### src/hw/spsr_params.svh
`ifndef SPSR_PARAMS_SVH
`define SPSR_PARAMS_SVH
// ******************************
// register byte offsets
// ******************************
`define SPSR_A_CMD 8'h00
`define SPSR_A_TGT 8'h04
`define SPSR_A_CFG 8'h08
`define SPSR_A_ENDS 8'h0C
`define SPSR_A_VEL 8'h10
`define SPSR_A_ST1 8'h14
`define SPSR_A_ST2 8'h18
// ******************************
// command codes, fields, resets
// ******************************
`define SPSR_C_SETPOS 4'h1
`define SPSR_C_GOSAFE 4'h2
`define SPSR_C_REFRUN 4'h3
`define SPSR_C_HALT 4'h4
`define SPSR_CFG_SEC 26:16
`define SPSR_CFG_MODE 1:0
`define SPSR_VEL_VMIN 3:0
`define SPSR_VEL_VMAX 7:4
`define SPSR_VEL_RMIN 11:8
`define SPSR_VEL_RMAX 15:12
`define SPSR_VEL_ACC 19:16
`define SPSR_SEC_OFF 11'h400
`define SPSR_CFG_RST 32'h0400_0000
`define SPSR_VEL_RST 32'h0000_0010
// ******************************
// timing
// ******************************
`define SPSR_CLK_MHZ 125
`define SPSR_STEP_US 64
`define SPSR_STEP_CYC (`SPSR_STEP_US * `SPSR_CLK_MHZ)
`endif

### src/hw/spsr_pkg.sv
package spsr_pkg;
   typedef enum logic [1:0] {
      MODE_HALF, MODE_QTR, MODE_EIGHTH, MODE_SIXTEENTH
   } spsr_mode_t;
   typedef enum logic [3:0] {
      ST_INACTIVE, ST_STOPPED, ST_GOTO, ST_REF1, ST_REF2,
      ST_REFSAFE, ST_DEADLOCK, ST_HALTWAIT, ST_SHUTDOWN
   } spsr_state_t;
   // analog monitor levels, high when the condition holds
   typedef struct packed {
      logic over_temp;
      logic temp_warn_hi;
      logic temp_warn_lo;
      logic upper_undervoltage_level;
      logic lower_undervoltage_level;
      logic electrical_defect;
      logic charge_pump_fail;
   } spsr_sense_t;
   typedef struct packed {
      logic [15:0] goal;
      logic [3:0] vstart;
      logic [3:0] vtop;
      logic [3:0] acc;
      logic ramp;
   } spsr_move_t;
endpackage

### src/hw/spsr_range.sv
`timescale 1ns/1ps
`include "spsr_params.svh"
module spsr_range
   import spsr_pkg::*;
(
   // mode and raw values
   input wire spsr_mode_t i_mode,
   input wire logic [15:0] i_value,
   input wire logic [10:0] i_secure,
   // results
   output logic [15:0] o_clamped,
   output logic [15:0] o_secure,
   output logic o_sec_en
);
   logic signed [16:0] lim;
   logic signed [16:0] val;
   always_comb begin
      lim = 17'sh01000 <<< i_mode;
      val = {i_value[15], i_value};
      o_clamped = i_value;
      if (i_mode != MODE_SIXTEENTH) begin
         if (val > lim - 17'sh00001) o_clamped = lim[15:0] - 16'h0001;
         if (val < -lim) o_clamped = 16'h0000 - lim[15:0];
      end
      o_secure = {{5{i_secure[10]}}, i_secure} << (3'h2 + {1'b0, i_mode});
      o_sec_en = i_secure != `SPSR_SEC_OFF;
   end
endmodule

### src/hw/spsr_mover.sv
`timescale 1ns/1ps
module spsr_mover
   import spsr_pkg::*;
#(
   parameter int STEP_CYC = 8000
)(
   // clock and reset
   input wire logic i_clock,
   input wire logic i_nrst,
   // control
   input wire spsr_move_t i_move,
   input wire logic i_run,
   input wire logic i_clear,
   // state
   output logic [15:0] o_pos,
   output logic o_done,
   output logic o_step,
   output logic o_dir
);
   logic [15:0] pos_q, pos_d;
   logic [31:0] cnt_q, cnt_d, period;
   logic [3:0] vel_q, vel_d, accn_q, accn_d;
   logic step_q, step_d, dir_q, dir_d;
   assign o_pos = pos_q;
   assign o_done = pos_q == i_move.goal;
   assign o_step = step_q;
   assign o_dir = dir_q;
   always_comb begin
      period = (STEP_CYC >> 5) * (32'd32 - {28'h0, vel_q});
      pos_d = pos_q;
      cnt_d = cnt_q;
      vel_d = vel_q;
      accn_d = accn_q;
      step_d = 1'b0;
      dir_d = dir_q;
      if (i_clear) begin
         pos_d = 16'h0000;
         cnt_d = 32'h0;
      end else if (!i_run || o_done) begin
         cnt_d = 32'h0;
         vel_d = i_move.vstart;
         accn_d = 4'h0;
      end else if (cnt_q >= period) begin
         cnt_d = 32'h0;
         step_d = 1'b1;
         dir_d = $signed(i_move.goal) > $signed(pos_q);
         pos_d = dir_d ? pos_q + 16'h0001 : pos_q - 16'h0001;
         accn_d = accn_q + 4'h1;
         if (i_move.ramp && vel_q < i_move.vtop &&
             accn_q >= 4'hF - i_move.acc) begin
            vel_d = vel_q + 4'h1;
            accn_d = 4'h0;
         end
      end else begin
         cnt_d = cnt_q + 32'h1;
      end
   end
   always_ff @(posedge i_clock or negedge i_nrst) begin
      if (!i_nrst) begin
         pos_q <= 16'h0000;
         cnt_q <= 32'h0;
         vel_q <= 4'h0;
         accn_q <= 4'h0;
         step_q <= 1'b0;
         dir_q <= 1'b0;
      end else begin
         pos_q <= pos_d;
         cnt_q <= cnt_d;
         vel_q <= vel_d;
         accn_q <= accn_d;
         step_q <= step_d;
         dir_q <= dir_d;
      end
   end
endmodule

### src/hw/spsr_top.sv
// Summary of operation
// positions two's complement, range per stepping mode
// set-target command; status two reports position
// secure position 11 bits, coarse resolution
// go-to-safe command drives to secure position
// status one shows switch flag, zero open
// switch changes cause no automatic action
// temp, undervoltage, defect, pump fail shut down
// shutdown: bridges high-z, target takes position
// bus stays fully working during shutdown
// exit needs causes gone, then status one
// exit: hold current, clock on, pump on
// host activates device with status one first
// host should run reference search after faults
// reference command starts two-phase search
// first motion ramps with vmax, vmin, acceleration
// second motion constant speed at vmin
// after second motion, position cleared to zero
// then secure position only if enabled
// search ignores commands except halt, shutdown
// host keeps search ends distinct from position
// deadlock left by halt then status one
// two temp warnings, undervoltage warning, shutdowns
// set-target, go-safe ignored while steps lost
`timescale 1ns/1ps
`include "spsr_params.svh"
module spsr_top
   import spsr_pkg::*;
#(
   parameter int STEP_CYC = `SPSR_STEP_CYC
)(
   // clock and reset
   input wire logic i_clock,
   input wire logic i_nrst,
   // apb slave
   input wire logic i_psel,
   input wire logic i_penable,
   input wire logic i_pwrite,
   input wire logic [7:0] i_paddr,
   input wire logic [31:0] i_pwdata,
   output logic [31:0] o_prdata,
   output logic o_pready,
   output logic o_pslverr,
   // monitors and switch
   input wire spsr_sense_t i_sense,
   input wire logic i_ext_switch_input,
   input wire logic i_lost_step,
   // motor drive
   output logic o_bridge_hiz,
   output logic o_hold_current,
   output logic o_motor_clk_en,
   output logic o_cp_enable,
   output logic o_step,
   output logic o_dir
);
   // ******************************
   // register bus
   // ******************************
   logic [31:0] tgtr_q, tgtr_d, cfg_q, cfg_d, ends_q, ends_d;
   logic [31:0] vel_q, vel_d, rdata_q, rdata_d;
   logic rdy_q, rdy_d, err_q, err_d, acc_done;
   logic cmd_wr, st1_rd;
   logic [3:0] cmd;
   logic [6:0] flag_q, flag_d;
   logic sw_q;
   spsr_state_t state_q, state_d;
   logic [15:0] tgt_q, tgt_d, pos, clamped, secure;
   logic sec_en, done, clr;
   logic mapped;
   assign acc_done = i_psel && i_penable && rdy_q;
   assign cmd_wr = acc_done && i_pwrite && i_paddr == `SPSR_A_CMD;
   assign st1_rd = acc_done && !i_pwrite && i_paddr == `SPSR_A_ST1;
   assign cmd = i_pwdata[3:0];
   always_comb begin
      tgtr_d = tgtr_q;
      cfg_d = cfg_q;
      ends_d = ends_q;
      vel_d = vel_q;
      rdata_d = rdata_q;
      err_d = 1'b0;
      rdy_d = i_psel && i_penable && !rdy_q;
      mapped = i_paddr <= `SPSR_A_ST2 && i_paddr[1:0] == 2'b00;
      if (rdy_d) begin
         err_d = !mapped;
         rdata_d = 32'h0;
         case (i_paddr)
            `SPSR_A_TGT: rdata_d = tgtr_q;
            `SPSR_A_CFG: rdata_d = cfg_q;
            `SPSR_A_ENDS: rdata_d = ends_q;
            `SPSR_A_VEL: rdata_d = vel_q;
            `SPSR_A_ST1: rdata_d = {19'h0, state_q, i_lost_step,
               sw_q, flag_q};
            `SPSR_A_ST2: rdata_d = {tgt_q, pos};
            default: rdata_d = 32'h0;
         endcase
      end
      if (acc_done && i_pwrite) begin
         case (i_paddr)
            `SPSR_A_TGT: tgtr_d = {16'h0, i_pwdata[15:0]};
            `SPSR_A_CFG: cfg_d = {5'h0, i_pwdata[26:16], 14'h0,
               i_pwdata[1:0]};
            `SPSR_A_ENDS: ends_d = i_pwdata;
            `SPSR_A_VEL: vel_d = {12'h0, i_pwdata[19:0]};
            default: ;
         endcase
      end
   end
   always_ff @(posedge i_clock or negedge i_nrst) begin
      if (!i_nrst) begin
         tgtr_q <= 32'h0;
         cfg_q <= `SPSR_CFG_RST;
         ends_q <= 32'h0;
         vel_q <= `SPSR_VEL_RST;
         rdata_q <= 32'h0;
         rdy_q <= 1'b0;
         err_q <= 1'b0;
      end else begin
         tgtr_q <= tgtr_d;
         cfg_q <= cfg_d;
         ends_q <= ends_d;
         vel_q <= vel_d;
         rdata_q <= rdata_d;
         rdy_q <= rdy_d;
         err_q <= err_d;
      end
   end
   assign o_prdata = rdata_q;
   assign o_pready = rdy_q;
   assign o_pslverr = err_q;
   // ******************************
   // sticky flags, set wins over clear
   // ******************************
   genvar gi;
   generate
      for (gi = 0; gi < 7; gi++) begin : g_flag
         assign flag_d[gi] = i_sense[gi] || (flag_q[gi] && !st1_rd);
      end
   endgenerate
   always_ff @(posedge i_clock or negedge i_nrst) begin
      if (!i_nrst) begin
         flag_q <= 7'h00;
         sw_q <= 1'b0;
      end else begin
         flag_q <= flag_d;
         sw_q <= i_ext_switch_input;
      end
   end
   // ******************************
   // motion supervisor
   // ******************************
   logic cause, halt;
   logic drv_q, drv_d;
   spsr_move_t move;
   assign cause = i_sense.over_temp || i_sense.lower_undervoltage_level
      || i_sense.electrical_defect || i_sense.charge_pump_fail;
   assign halt = cmd_wr && cmd == `SPSR_C_HALT;
   spsr_range u_range (
      .i_mode(spsr_mode_t'(cfg_q[`SPSR_CFG_MODE])),
      .i_value(tgtr_q[15:0]),
      .i_secure(cfg_q[`SPSR_CFG_SEC]),
      .o_clamped(clamped),
      .o_secure(secure),
      .o_sec_en(sec_en)
   );
   always_comb begin
      state_d = state_q;
      tgt_d = tgt_q;
      clr = 1'b0;
      case (state_q)
         ST_INACTIVE, ST_SHUTDOWN: begin
            if (st1_rd && !cause) state_d = ST_STOPPED;
         end
         ST_STOPPED, ST_GOTO: begin
            if (halt) begin
               state_d = ST_STOPPED;
               tgt_d = pos;
            end else if (cmd_wr && cmd == `SPSR_C_REFRUN) begin
               if (ends_q[15:0] == pos || ends_q[15:0] == ends_q[31:16])
                  state_d = ST_DEADLOCK;
               else begin
                  state_d = ST_REF1;
                  tgt_d = ends_q[15:0];
               end
            end else if (cmd_wr && cmd == `SPSR_C_SETPOS &&
                         !i_lost_step) begin
               state_d = ST_GOTO;
               tgt_d = clamped;
            end else if (cmd_wr && cmd == `SPSR_C_GOSAFE &&
                         !i_lost_step && sec_en) begin
               state_d = ST_GOTO;
               tgt_d = secure;
            end else if (state_q == ST_GOTO && done)
               state_d = ST_STOPPED;
         end
         ST_REF1: begin
            if (halt) begin
               state_d = ST_STOPPED;
               tgt_d = pos;
            end else if (done) begin
               state_d = ST_REF2;
               tgt_d = ends_q[31:16];
            end
         end
         ST_REF2: begin
            if (halt) begin
               state_d = ST_STOPPED;
               tgt_d = pos;
            end else if (done) begin
               clr = 1'b1;
               state_d = sec_en ? ST_REFSAFE : ST_STOPPED;
               tgt_d = sec_en ? secure : 16'h0000;
            end
         end
         ST_REFSAFE: begin
            if (halt) tgt_d = pos;
            if (halt || done) state_d = ST_STOPPED;
         end
         ST_DEADLOCK: begin
            if (halt) state_d = ST_HALTWAIT;
         end
         ST_HALTWAIT: begin
            if (st1_rd) state_d = ST_STOPPED;
         end
         default: state_d = ST_INACTIVE;
      endcase
      if (cause && state_q != ST_INACTIVE) begin
         state_d = ST_SHUTDOWN;
         if (state_q != ST_SHUTDOWN) tgt_d = pos;
         clr = 1'b0;
      end
      drv_d = state_d != ST_INACTIVE && state_d != ST_SHUTDOWN;
   end
   always_ff @(posedge i_clock or negedge i_nrst) begin
      if (!i_nrst) begin
         state_q <= ST_INACTIVE;
         tgt_q <= 16'h0000;
         drv_q <= 1'b0;
      end else begin
         state_q <= state_d;
         tgt_q <= tgt_d;
         drv_q <= drv_d;
      end
   end
   assign o_bridge_hiz = !drv_q;
   assign o_hold_current = drv_q;
   assign o_motor_clk_en = drv_q;
   assign o_cp_enable = drv_q;
   // ******************************
   // stepping engine
   // ******************************
   always_comb begin
      move.goal = tgt_q;
      move.acc = vel_q[`SPSR_VEL_ACC];
      move.ramp = state_q != ST_REF2;
      if (state_q == ST_REF1 || state_q == ST_REF2) begin
         move.vstart = vel_q[`SPSR_VEL_RMIN];
         move.vtop = state_q == ST_REF2 ? vel_q[`SPSR_VEL_RMIN]
            : vel_q[`SPSR_VEL_RMAX];
      end else begin
         move.vstart = vel_q[`SPSR_VEL_VMIN];
         move.vtop = vel_q[`SPSR_VEL_VMAX];
      end
   end
   spsr_mover #(.STEP_CYC(STEP_CYC)) u_mover (
      .i_clock(i_clock),
      .i_nrst(i_nrst),
      .i_move(move),
      .i_run((state_q == ST_GOTO || state_q == ST_REF1 ||
              state_q == ST_REF2 || state_q == ST_REFSAFE) &&
             !halt && !cause),
      .i_clear(clr),
      .o_pos(pos),
      .o_done(done),
      .o_step(o_step),
      .o_dir(o_dir)
   );
   // ******************************
   // checks
   // ******************************
   shut_entry_a: assert property (
      @(posedge i_clock) disable iff (!i_nrst)
      cause && state_q != ST_INACTIVE |=> state_q == ST_SHUTDOWN)
      else $error("fault did not force shutdown");
   shut_tgt_a: assert property (
      @(posedge i_clock) disable iff (!i_nrst)
      $rose(state_q == ST_SHUTDOWN) |-> tgt_q == $past(pos)
      && o_bridge_hiz)
      else $error("shutdown entry wrong");
   shut_hold_a: assert property (
      @(posedge i_clock) disable iff (!i_nrst)
      state_q == ST_SHUTDOWN && !st1_rd |=> state_q == ST_SHUTDOWN)
      else $error("shutdown left without query");
   shut_exit_a: assert property (
      @(posedge i_clock) disable iff (!i_nrst)
      state_q == ST_SHUTDOWN && st1_rd && !cause |=> state_q == ST_STOPPED
      && o_hold_current && o_cp_enable && o_motor_clk_en)
      else $error("shutdown exit wrong");
   bus_answer_a: assert property (
      @(posedge i_clock) disable iff (!i_nrst)
      i_psel && i_penable && !o_pready |=> o_pready)
      else $error("bus answer late");
   ref_lock_a: assert property (
      @(posedge i_clock) disable iff (!i_nrst)
      state_q == ST_REF1 && !cause && !halt ##0 !done
      |=> state_q == ST_REF1)
      else $error("search interrupted");
   ref_zero_a: assert property (
      @(posedge i_clock) disable iff (!i_nrst)
      state_q == ST_REF2 && done && !halt && !cause |=> pos == 16'h0000
      && (state_q == ST_REFSAFE) == sec_en)
      else $error("search end wrong");
   dead_keep_a: assert property (
      @(posedge i_clock) disable iff (!i_nrst)
      state_q == ST_DEADLOCK && !halt && !cause
      |=> state_q == ST_DEADLOCK)
      else $error("deadlock left early");
   lost_block_a: assert property (
      @(posedge i_clock) disable iff (!i_nrst)
      state_q == ST_STOPPED && i_lost_step && !cause && cmd_wr
      && cmd == `SPSR_C_SETPOS |=> state_q == ST_STOPPED)
      else $error("move taken with lost steps");
   switch_flag_a: assert property (
      @(posedge i_clock) disable iff (!i_nrst)
      !i_ext_switch_input |=> !sw_q)
      else $error("switch flag set while open");
   set_goto_a: assert property (
      @(posedge i_clock) disable iff (!i_nrst)
      state_q == ST_STOPPED && cmd_wr && cmd == `SPSR_C_SETPOS
      && !i_lost_step && !cause
      |=> state_q == ST_GOTO && tgt_q == $past(clamped))
      else $error("set target not taken");
   safe_goto_a: assert property (
      @(posedge i_clock) disable iff (!i_nrst)
      state_q == ST_STOPPED && cmd_wr && cmd == `SPSR_C_GOSAFE
      && !i_lost_step && sec_en && !cause
      |=> state_q == ST_GOTO && tgt_q == $past(secure))
      else $error("safe position not taken");
   ref_start_a: assert property (
      @(posedge i_clock) disable iff (!i_nrst)
      state_q == ST_STOPPED && cmd_wr && cmd == `SPSR_C_REFRUN && !cause
      |=> state_q == ST_REF1 || state_q == ST_DEADLOCK)
      else $error("search not started");
   halt_stop_a: assert property (
      @(posedge i_clock) disable iff (!i_nrst)
      halt && !cause && (state_q == ST_GOTO || state_q == ST_REF1
      || state_q == ST_REF2 || state_q == ST_REFSAFE)
      |=> state_q == ST_STOPPED && tgt_q == pos)
      else $error("halt did not stop motion");
   step_hiz_a: assert property (
      @(posedge i_clock) disable iff (!i_nrst)
      o_bridge_hiz |-> !o_step)
      else $error("step issued with bridges off");
   flag_set_a: assert property (
      @(posedge i_clock) disable iff (!i_nrst)
      i_sense != 7'h00 |=> (flag_q | $past(i_sense)) == flag_q)
      else $error("warning flag not raised");
endmodule

### config.mk
export PLATFORM = sky130hd
export DESIGN_NAME = spsr_top
export DESIGN_NICKNAME = d
export VERILOG_FILES = /design/src/hw/spsr_pkg.sv /design/src/hw/spsr_range.sv /design/src/hw/spsr_mover.sv /design/src/hw/spsr_top.sv
export VERILOG_INCLUDE_DIRS = /design/src /design/src/hw
export SDC_FILE = /design/constraint.sdc
export NUM_CORES = 1
export LEC_CHECK = 0
export ABC_AREA = 1
export BUFFER_PORTS_ARGS = -buffer_cell sky130_fd_sc_hd__clkbuf_2
export CAP_MARGIN = 20
export CORE_ASPECT_RATIO = 1.75
export CORE_MARGIN = 2
export CORE_UTILIZATION = 35
export CTS_CLUSTER_DIAMETER = 150
export DETAILED_ROUTE_END_ITERATION = 12
export PLACE_DENSITY = 0.58
export SYNTH_ARGS = -nofsm -noshare
export SYNTH_HDL_FRONTEND = slang
export SYNTH_HIERARCHICAL = 1
export SYNTH_SLANG_ARGS = --single-unit
### constraint.sdc
create_clock -name i_clock -period 18.9 [get_ports i_clock]
set_clock_uncertainty 0.05 [all_clocks]
set_input_delay 0.945 -clock i_clock [delete_from_list [all_inputs] [get_ports i_clock]]
set_output_delay 0.945 -clock i_clock [all_outputs]
set_load 0.05 [all_outputs]
* Word level (Yosys, flattened, before mapping)
Cells that the tools add are included.
** Word-level totals
- Register bits after elaboration :: 202
- Input bits :: 54
** Operators by class
- Add/subtract/negate cells :: 12
- Multiply operators :: 1
- Order comparisons :: 7
- Equal/unequal tests :: 27
- Shift operators :: 2
- Mux-type cells :: 58
- Bitwise logic cells :: 2
- Reductions and logical operators :: 74
** Operator list (number)
- 16-bit 2-to-1 mux :: 20
- 32-bit one-hot mux with 6 select lines :: 1
- 32-bit 2-to-1 mux :: 3
- 4-bit 2-to-1 mux :: 21
- 16-bit one-hot mux with 4 select lines :: 1
- 16-bit equality test :: 3
- 32-bit by 1-bit adder with 32-bit output (second input constant) :: 1
- 32-bit >= comparator :: 1
- 7-bit by 32-bit multiplier with 31-bit output (first input constant) :: 1
- 16-bit by 1-bit subtractor with 16-bit output (second input constant) :: 2
- 1-bit logical AND :: 30
- 4-bit one-hot mux with 7 select lines :: 1
- 8-bit by 5-bit equality test with 1-bit output (second input constant) :: 3
- 4-bit by 3-bit equality test with 1-bit output (second input constant) :: 5
- 16-bit by 17-bit > comparator with 1-bit output :: 1
- 1-bit logical OR :: 17
- 16-bit by 17-bit < comparator with 1-bit output :: 1
- 17-bit negator :: 1
- 14-bit by 2-bit <<< shifter with 17-bit output (first input constant) :: 1
- 17-bit by 2-bit subtractor with 17-bit output (second input constant) :: 1
- 16-bit by 1-bit adder with 16-bit output (second input constant) :: 1
- 4-bit by 2-bit equality test with 1-bit output (second input constant) :: 4
- 8-bit by 4-bit equality test with 1-bit output (second input constant) :: 2
- 16-bit > comparator :: 1
- 29 further kinds :: 60

* Longest topological paths before layout
- Depth in word-level cells :: 15
- Depth in mapped cells :: 29

* By module
The synthesis kept the hierarchy.
** By module, submodules not included
- spsr_top :: times used 1, cells an instance 1428, area each 9455.3 µm², sequential area each 3606.0 µm²
- spsr_mover :: times used 1, cells an instance 609, area each 5128.7 µm², sequential area each 1451.4 µm²
- spsr_range :: times used 1, cells an instance 165, area each 914.6 µm², sequential area each 0.0 µm²

* Worst setup path before layout
No wires, ideal clock.
- Kind :: register -> register
- Start :: register u_mover.vel_q[2]
- End :: register u_mover.accn_q[1]
- Library setup time :: 0.117 ns
- Arrival :: 6.248 ns
- Required time :: 18.733 ns
- Slack :: 12.484 ns
- Cell stages (with the launch flop) :: 28
- Period minus slack after synthesis :: 6.416 ns
- Cell sequence :: dfrtp_1 -> clkbuf_1 -> nor4_1 -> nor2_1 -> inv_1 -> fa_1 -> inv_1 -> fa_1 -> fa_1 -> ha_1 -> ha_1 -> nand2_1 -> o21ai_0 -> a21oi_1 -> o21ai_0 -> nand2_1 -> inv_1 -> o21ai_0 -> ha_1 -> nand2_1 -> nor3_1 -> o21ai_0 -> nand4_2 -> nor2_4 -> nor2_1 -> inv_2 -> nand2_1 -> nand2_1
** On the way
- Word-level cells in the longest chain between the ends :: 6
** RTL lines
- start, declared :: line spsr_mover.sv:22 : logic [3:0] vel_q, vel_d, accn_q, accn_d;
- start signal, assigned :: line spsr_mover.sv:69 : vel_q <= vel_d;
- parallel branches: the longest is 6 deep, another holds 7-bit by 32-bit multiplier with 31-bit output
- end signal, assigned :: line spsr_mover.sv:70 : accn_q <= accn_d;
- end, declared :: line spsr_mover.sv:22
Several ways; the timed one is not identified. The select of a mux whose other input is x is not followed.
A chain may end at the register's enable or synchronous reset.

* Final worst setup path
- Start :: register u_mover.vel_q[0]
- End :: register u_mover.pos_q[0] (netlist: u_mover/o_pos[0])
** On the way
- Word-level cells in the longest chain between the ends :: 5
** RTL lines
- 6-bit by 4-bit subtractor with 7-bit output :: line spsr_mover.sv:29 : period = (STEP_CYC >> 5) * (32'd32 - {28'h0, vel_q});
- 7-bit by 32-bit multiplier with 31-bit output :: line spsr_mover.sv:29
- 32-bit >= comparator :: line spsr_mover.sv:43 : end else if (cnt_q >= period) begin
- 2-bit nonzero test (no source line)
- 2-bit AND reduction (no source line)
- end signal, assigned :: line spsr_mover.sv:67 : pos_q <= pos_d;
- end, declared :: line spsr_mover.sv:20 : logic [15:0] pos_q, pos_d;
No other way between the ends.

==> results.toml <==
[run_status]
outcome = "complete, no violations"

[grt]
grt_max_degree = 86
grt_pass1_wl_um = 92700
grt_pass1_vias = 14930
grt_overflow = 0
antenna_found_initial = 0
grt_usage_pct = 27.4

[synth]
yosys_most_used_dff = "dfrtp_1"
ys_warn_count = 6
syn_area_per_cell_um2 = 7.04
ys_seq_area_share_pct = 32.6
synth_area_um2 = 15500
synth_top_area_share_pct = 32.3
ys_ff_latch = 202
synth_cell_types = 60
yosys.area.top_type = "dfrtp_1"
postSynth.asyncResetShare_pct = 100
synth_edf_count = 0
synthCells = 2202
ys_top_cells_by_area = "dfrtp_1 32%, nand2_1 15%, ha_1 8.2%"

[min_path]
hp-class = "in -> async"

[setup_path]
worst_setup_path_start_kind = "flip-flop"
path_class = "reg -> reg"
cp_max_fo = 14
critPathArrivalTime_ns = 7.03
required_ns = 19.24
critPathCaptureType = "flip-flop"

[sta]
finalHoldViolCount = 0
slew_viol_final = 0
tightest_slew_ns = 1.25
rsz0062_at_grt = "false"
period_share_pct = 35.4
max_slew_margin_pct = 16.0
setup_viol = 0
max_clock_freq_ghz = 0.150
setup_tns_ns = 0
period_needed_ns = 6.69

[power_and_ir_drop]
power_density_nw_per_um2 = 64.3
cellLeakagePower_nw = 9.04
peakVddDrop_mv = 0.0478

[placed_design]
port-buffer-count = 93
dp.cells = 2818
place_congestion = 1.02
hpwl_um = 48700

[clock_tree]
ctsHoldBuffers = 0
path_clk_slew_ns = 0.08
clk-insertion-delay-late_ns = 0.55
cts_sinks = 202
post-cts-setup-buffers = 0
cts-htree-levels = 1
ctsResizeCount = 0
clock_path_buffers = 3
cts_tree = "built"
cts_buffers = 22
clock-root-buffer = "clkbuf_16"

[detailed_routing]
wl_per_cell_um = 22.0
postRouteAntennaNets = 0
wl_um = 62900
vias = 15153
via_per_inst = 5.30
drtPass1Iterations = 6
drc_errors = 0
drtIter0Drc = 1182

[layout]
nNetsFinal = 2439
antenna_cells = 0
drive_above_1_share_pct = 10.5
syn2layout_area_growth_pct = 11.4
post-route-util_pct = 39.2
layout.cells.non_filler = 2858

[die]
die_w_um = 163
die_h_um = 282
dieArea_um2 = 46000
initial_core_util_pct = 35.2
num_rows = 102
coreArea_um2 = 44000
ios = 94

[flow_run]
cap_viol_max_count = 0
## state kept, by name (all words and copies together) (netlist names), 4 cells and up
register	cells
tgtr_q	16
state_q	4
u_mover/cnt_q	32
flag_q	7
vel_q	20
u_mover/o_pos	16
ends_q	32
cfg_q	13
tgt_q	16
u_mover/vel_q	4
u_mover/accn_q	4
o_prdata	32
## through the flow
stage	power (mW)	setup WS, ns	instance area (um2)	hold slack [ns]
after global placement	0.612	12.33	16400	0.416
after detailed placement	0.615	12.23	16400	0.419
after global routing	1.15	11.62	17300	0.410
final	1.11	12.21	17300	0.363
after CTS	1.12	12.19	17300	0.383
after floorplan	0.559	12.48	15600	0.403
## Yosys cell counts (14+ instances only)
library cell / number
nand2_1: 624
inv_1: 330
dfrtp_1: 200
o21ai_0: 154
nor2_1: 126
nand3_1: 121
a21oi_1: 113
ha_1: 101
nand4_1: 45
clkbuf_1: 35
o21ai_1: 34
o22ai_1: 34
nor3_1: 27
buf_2: 24
xor2_1: 23
nor2_2: 16
inv_2: 15
fa_1: 14
## critical path, stage by stage (launching register included)
cell and delay, ns:
dfrtp_1 0.62, inv_2 0.07, ha_1 0.24, xnor2_1 0.50, inv_1 0.12, fa_1 0.50
inv_1 0.05, fa_1 0.53, fa_1 0.43, ha_1 0.32, ha_1 0.36, nand2_1 0.11
o21ai_0 0.19, a21oi_1 0.09, o21ai_0 0.28, nand2_1 0.09, inv_1 0.06, o21ai_0 0.07
ha_1 0.29, a21oi_1 0.14, o21ai_0 0.10, a21oi_1 0.17, nand4_2 0.28, nand2_1 0.47
inv_1 0.23, nand2_1 0.09, o21ai_0 0.08
## layout make-up
| cell class | count | area (um2) |
|---|---|---|
| flip-flops and latches | 202 | 5060 |
| fillers | 4720 | 26800 |
| multi-input cells | 1589 | 8780 |
| repair buffers | 108 | 588 |
| clock inverters | 14 | 236 |
| inverters | 347 | 1310 |
| clock buffers | 26 | 587 |
| well taps | 572 | 716 |
## path summary, 6_finish.rpt
check                                      start                to  slack (ns)  depth (start not counted)
worst max-delay path            u_mover/vel_q[0]  u_mover/o_pos[0]       12.21                         26
worst min-delay path                      i_nrst         vel_q[16]        0.36                          1
worst max register to register  u_mover/vel_q[0]  u_mover/o_pos[0]       12.21                         26
worst min register to register      o_prdata[29]      o_prdata[29]        0.43                          2
max in group asynchronous                 i_nrst      o_prdata[14]       16.33                          3
min in group i_clock                o_prdata[29]      o_prdata[29]        0.43                          2
## cells in the final DEF, fill, tap and decap left out, types with 27 or more instances in the layout
cell type / count
dfrtp_1: 200
nor3_1: 27
nand2_1: 624
clkbuf_2: 92
inv_1: 330
nand4_1: 45
nand3_1: 121
ha_1: 101
o21ai_1: 34
nor2_1: 124
o21ai_0: 154
a21oi_1: 113
o22ai_1: 34
## power breakdown
| group | total [mW] | switching (mW) | internal [mW] |
|---|---|---|---|
| logic | 0.164 | 0.111 | 0.0534 |
| clock network | 0.503 | 0.197 | 0.306 |
| registers | 0.443 | 0.00606 | 0.437 |
## cells by family after synthesis
kind of cell | share of synthesized area [%]
AO/OA/AOI/OAI | 14.2
XOR/XNOR | 2.03
adder cells (fa/ha/maj) | 9.96
buffers and inverters | 11.2
flip-flops | 32.6
multiplexers | 0.202
other | 0.0727
AND/OR/NAND/NOR | 29.7
## metal layers
metal | wire length [um] | track usage, %
met5 | 0 | 0
met1 | 20600 | 26.5
met4 | 7340 | 26.1
met3 | 3570 | 4.11
met2 | 31500 | 49.2
No activity file was read; power rests on OpenSTA's default activity.
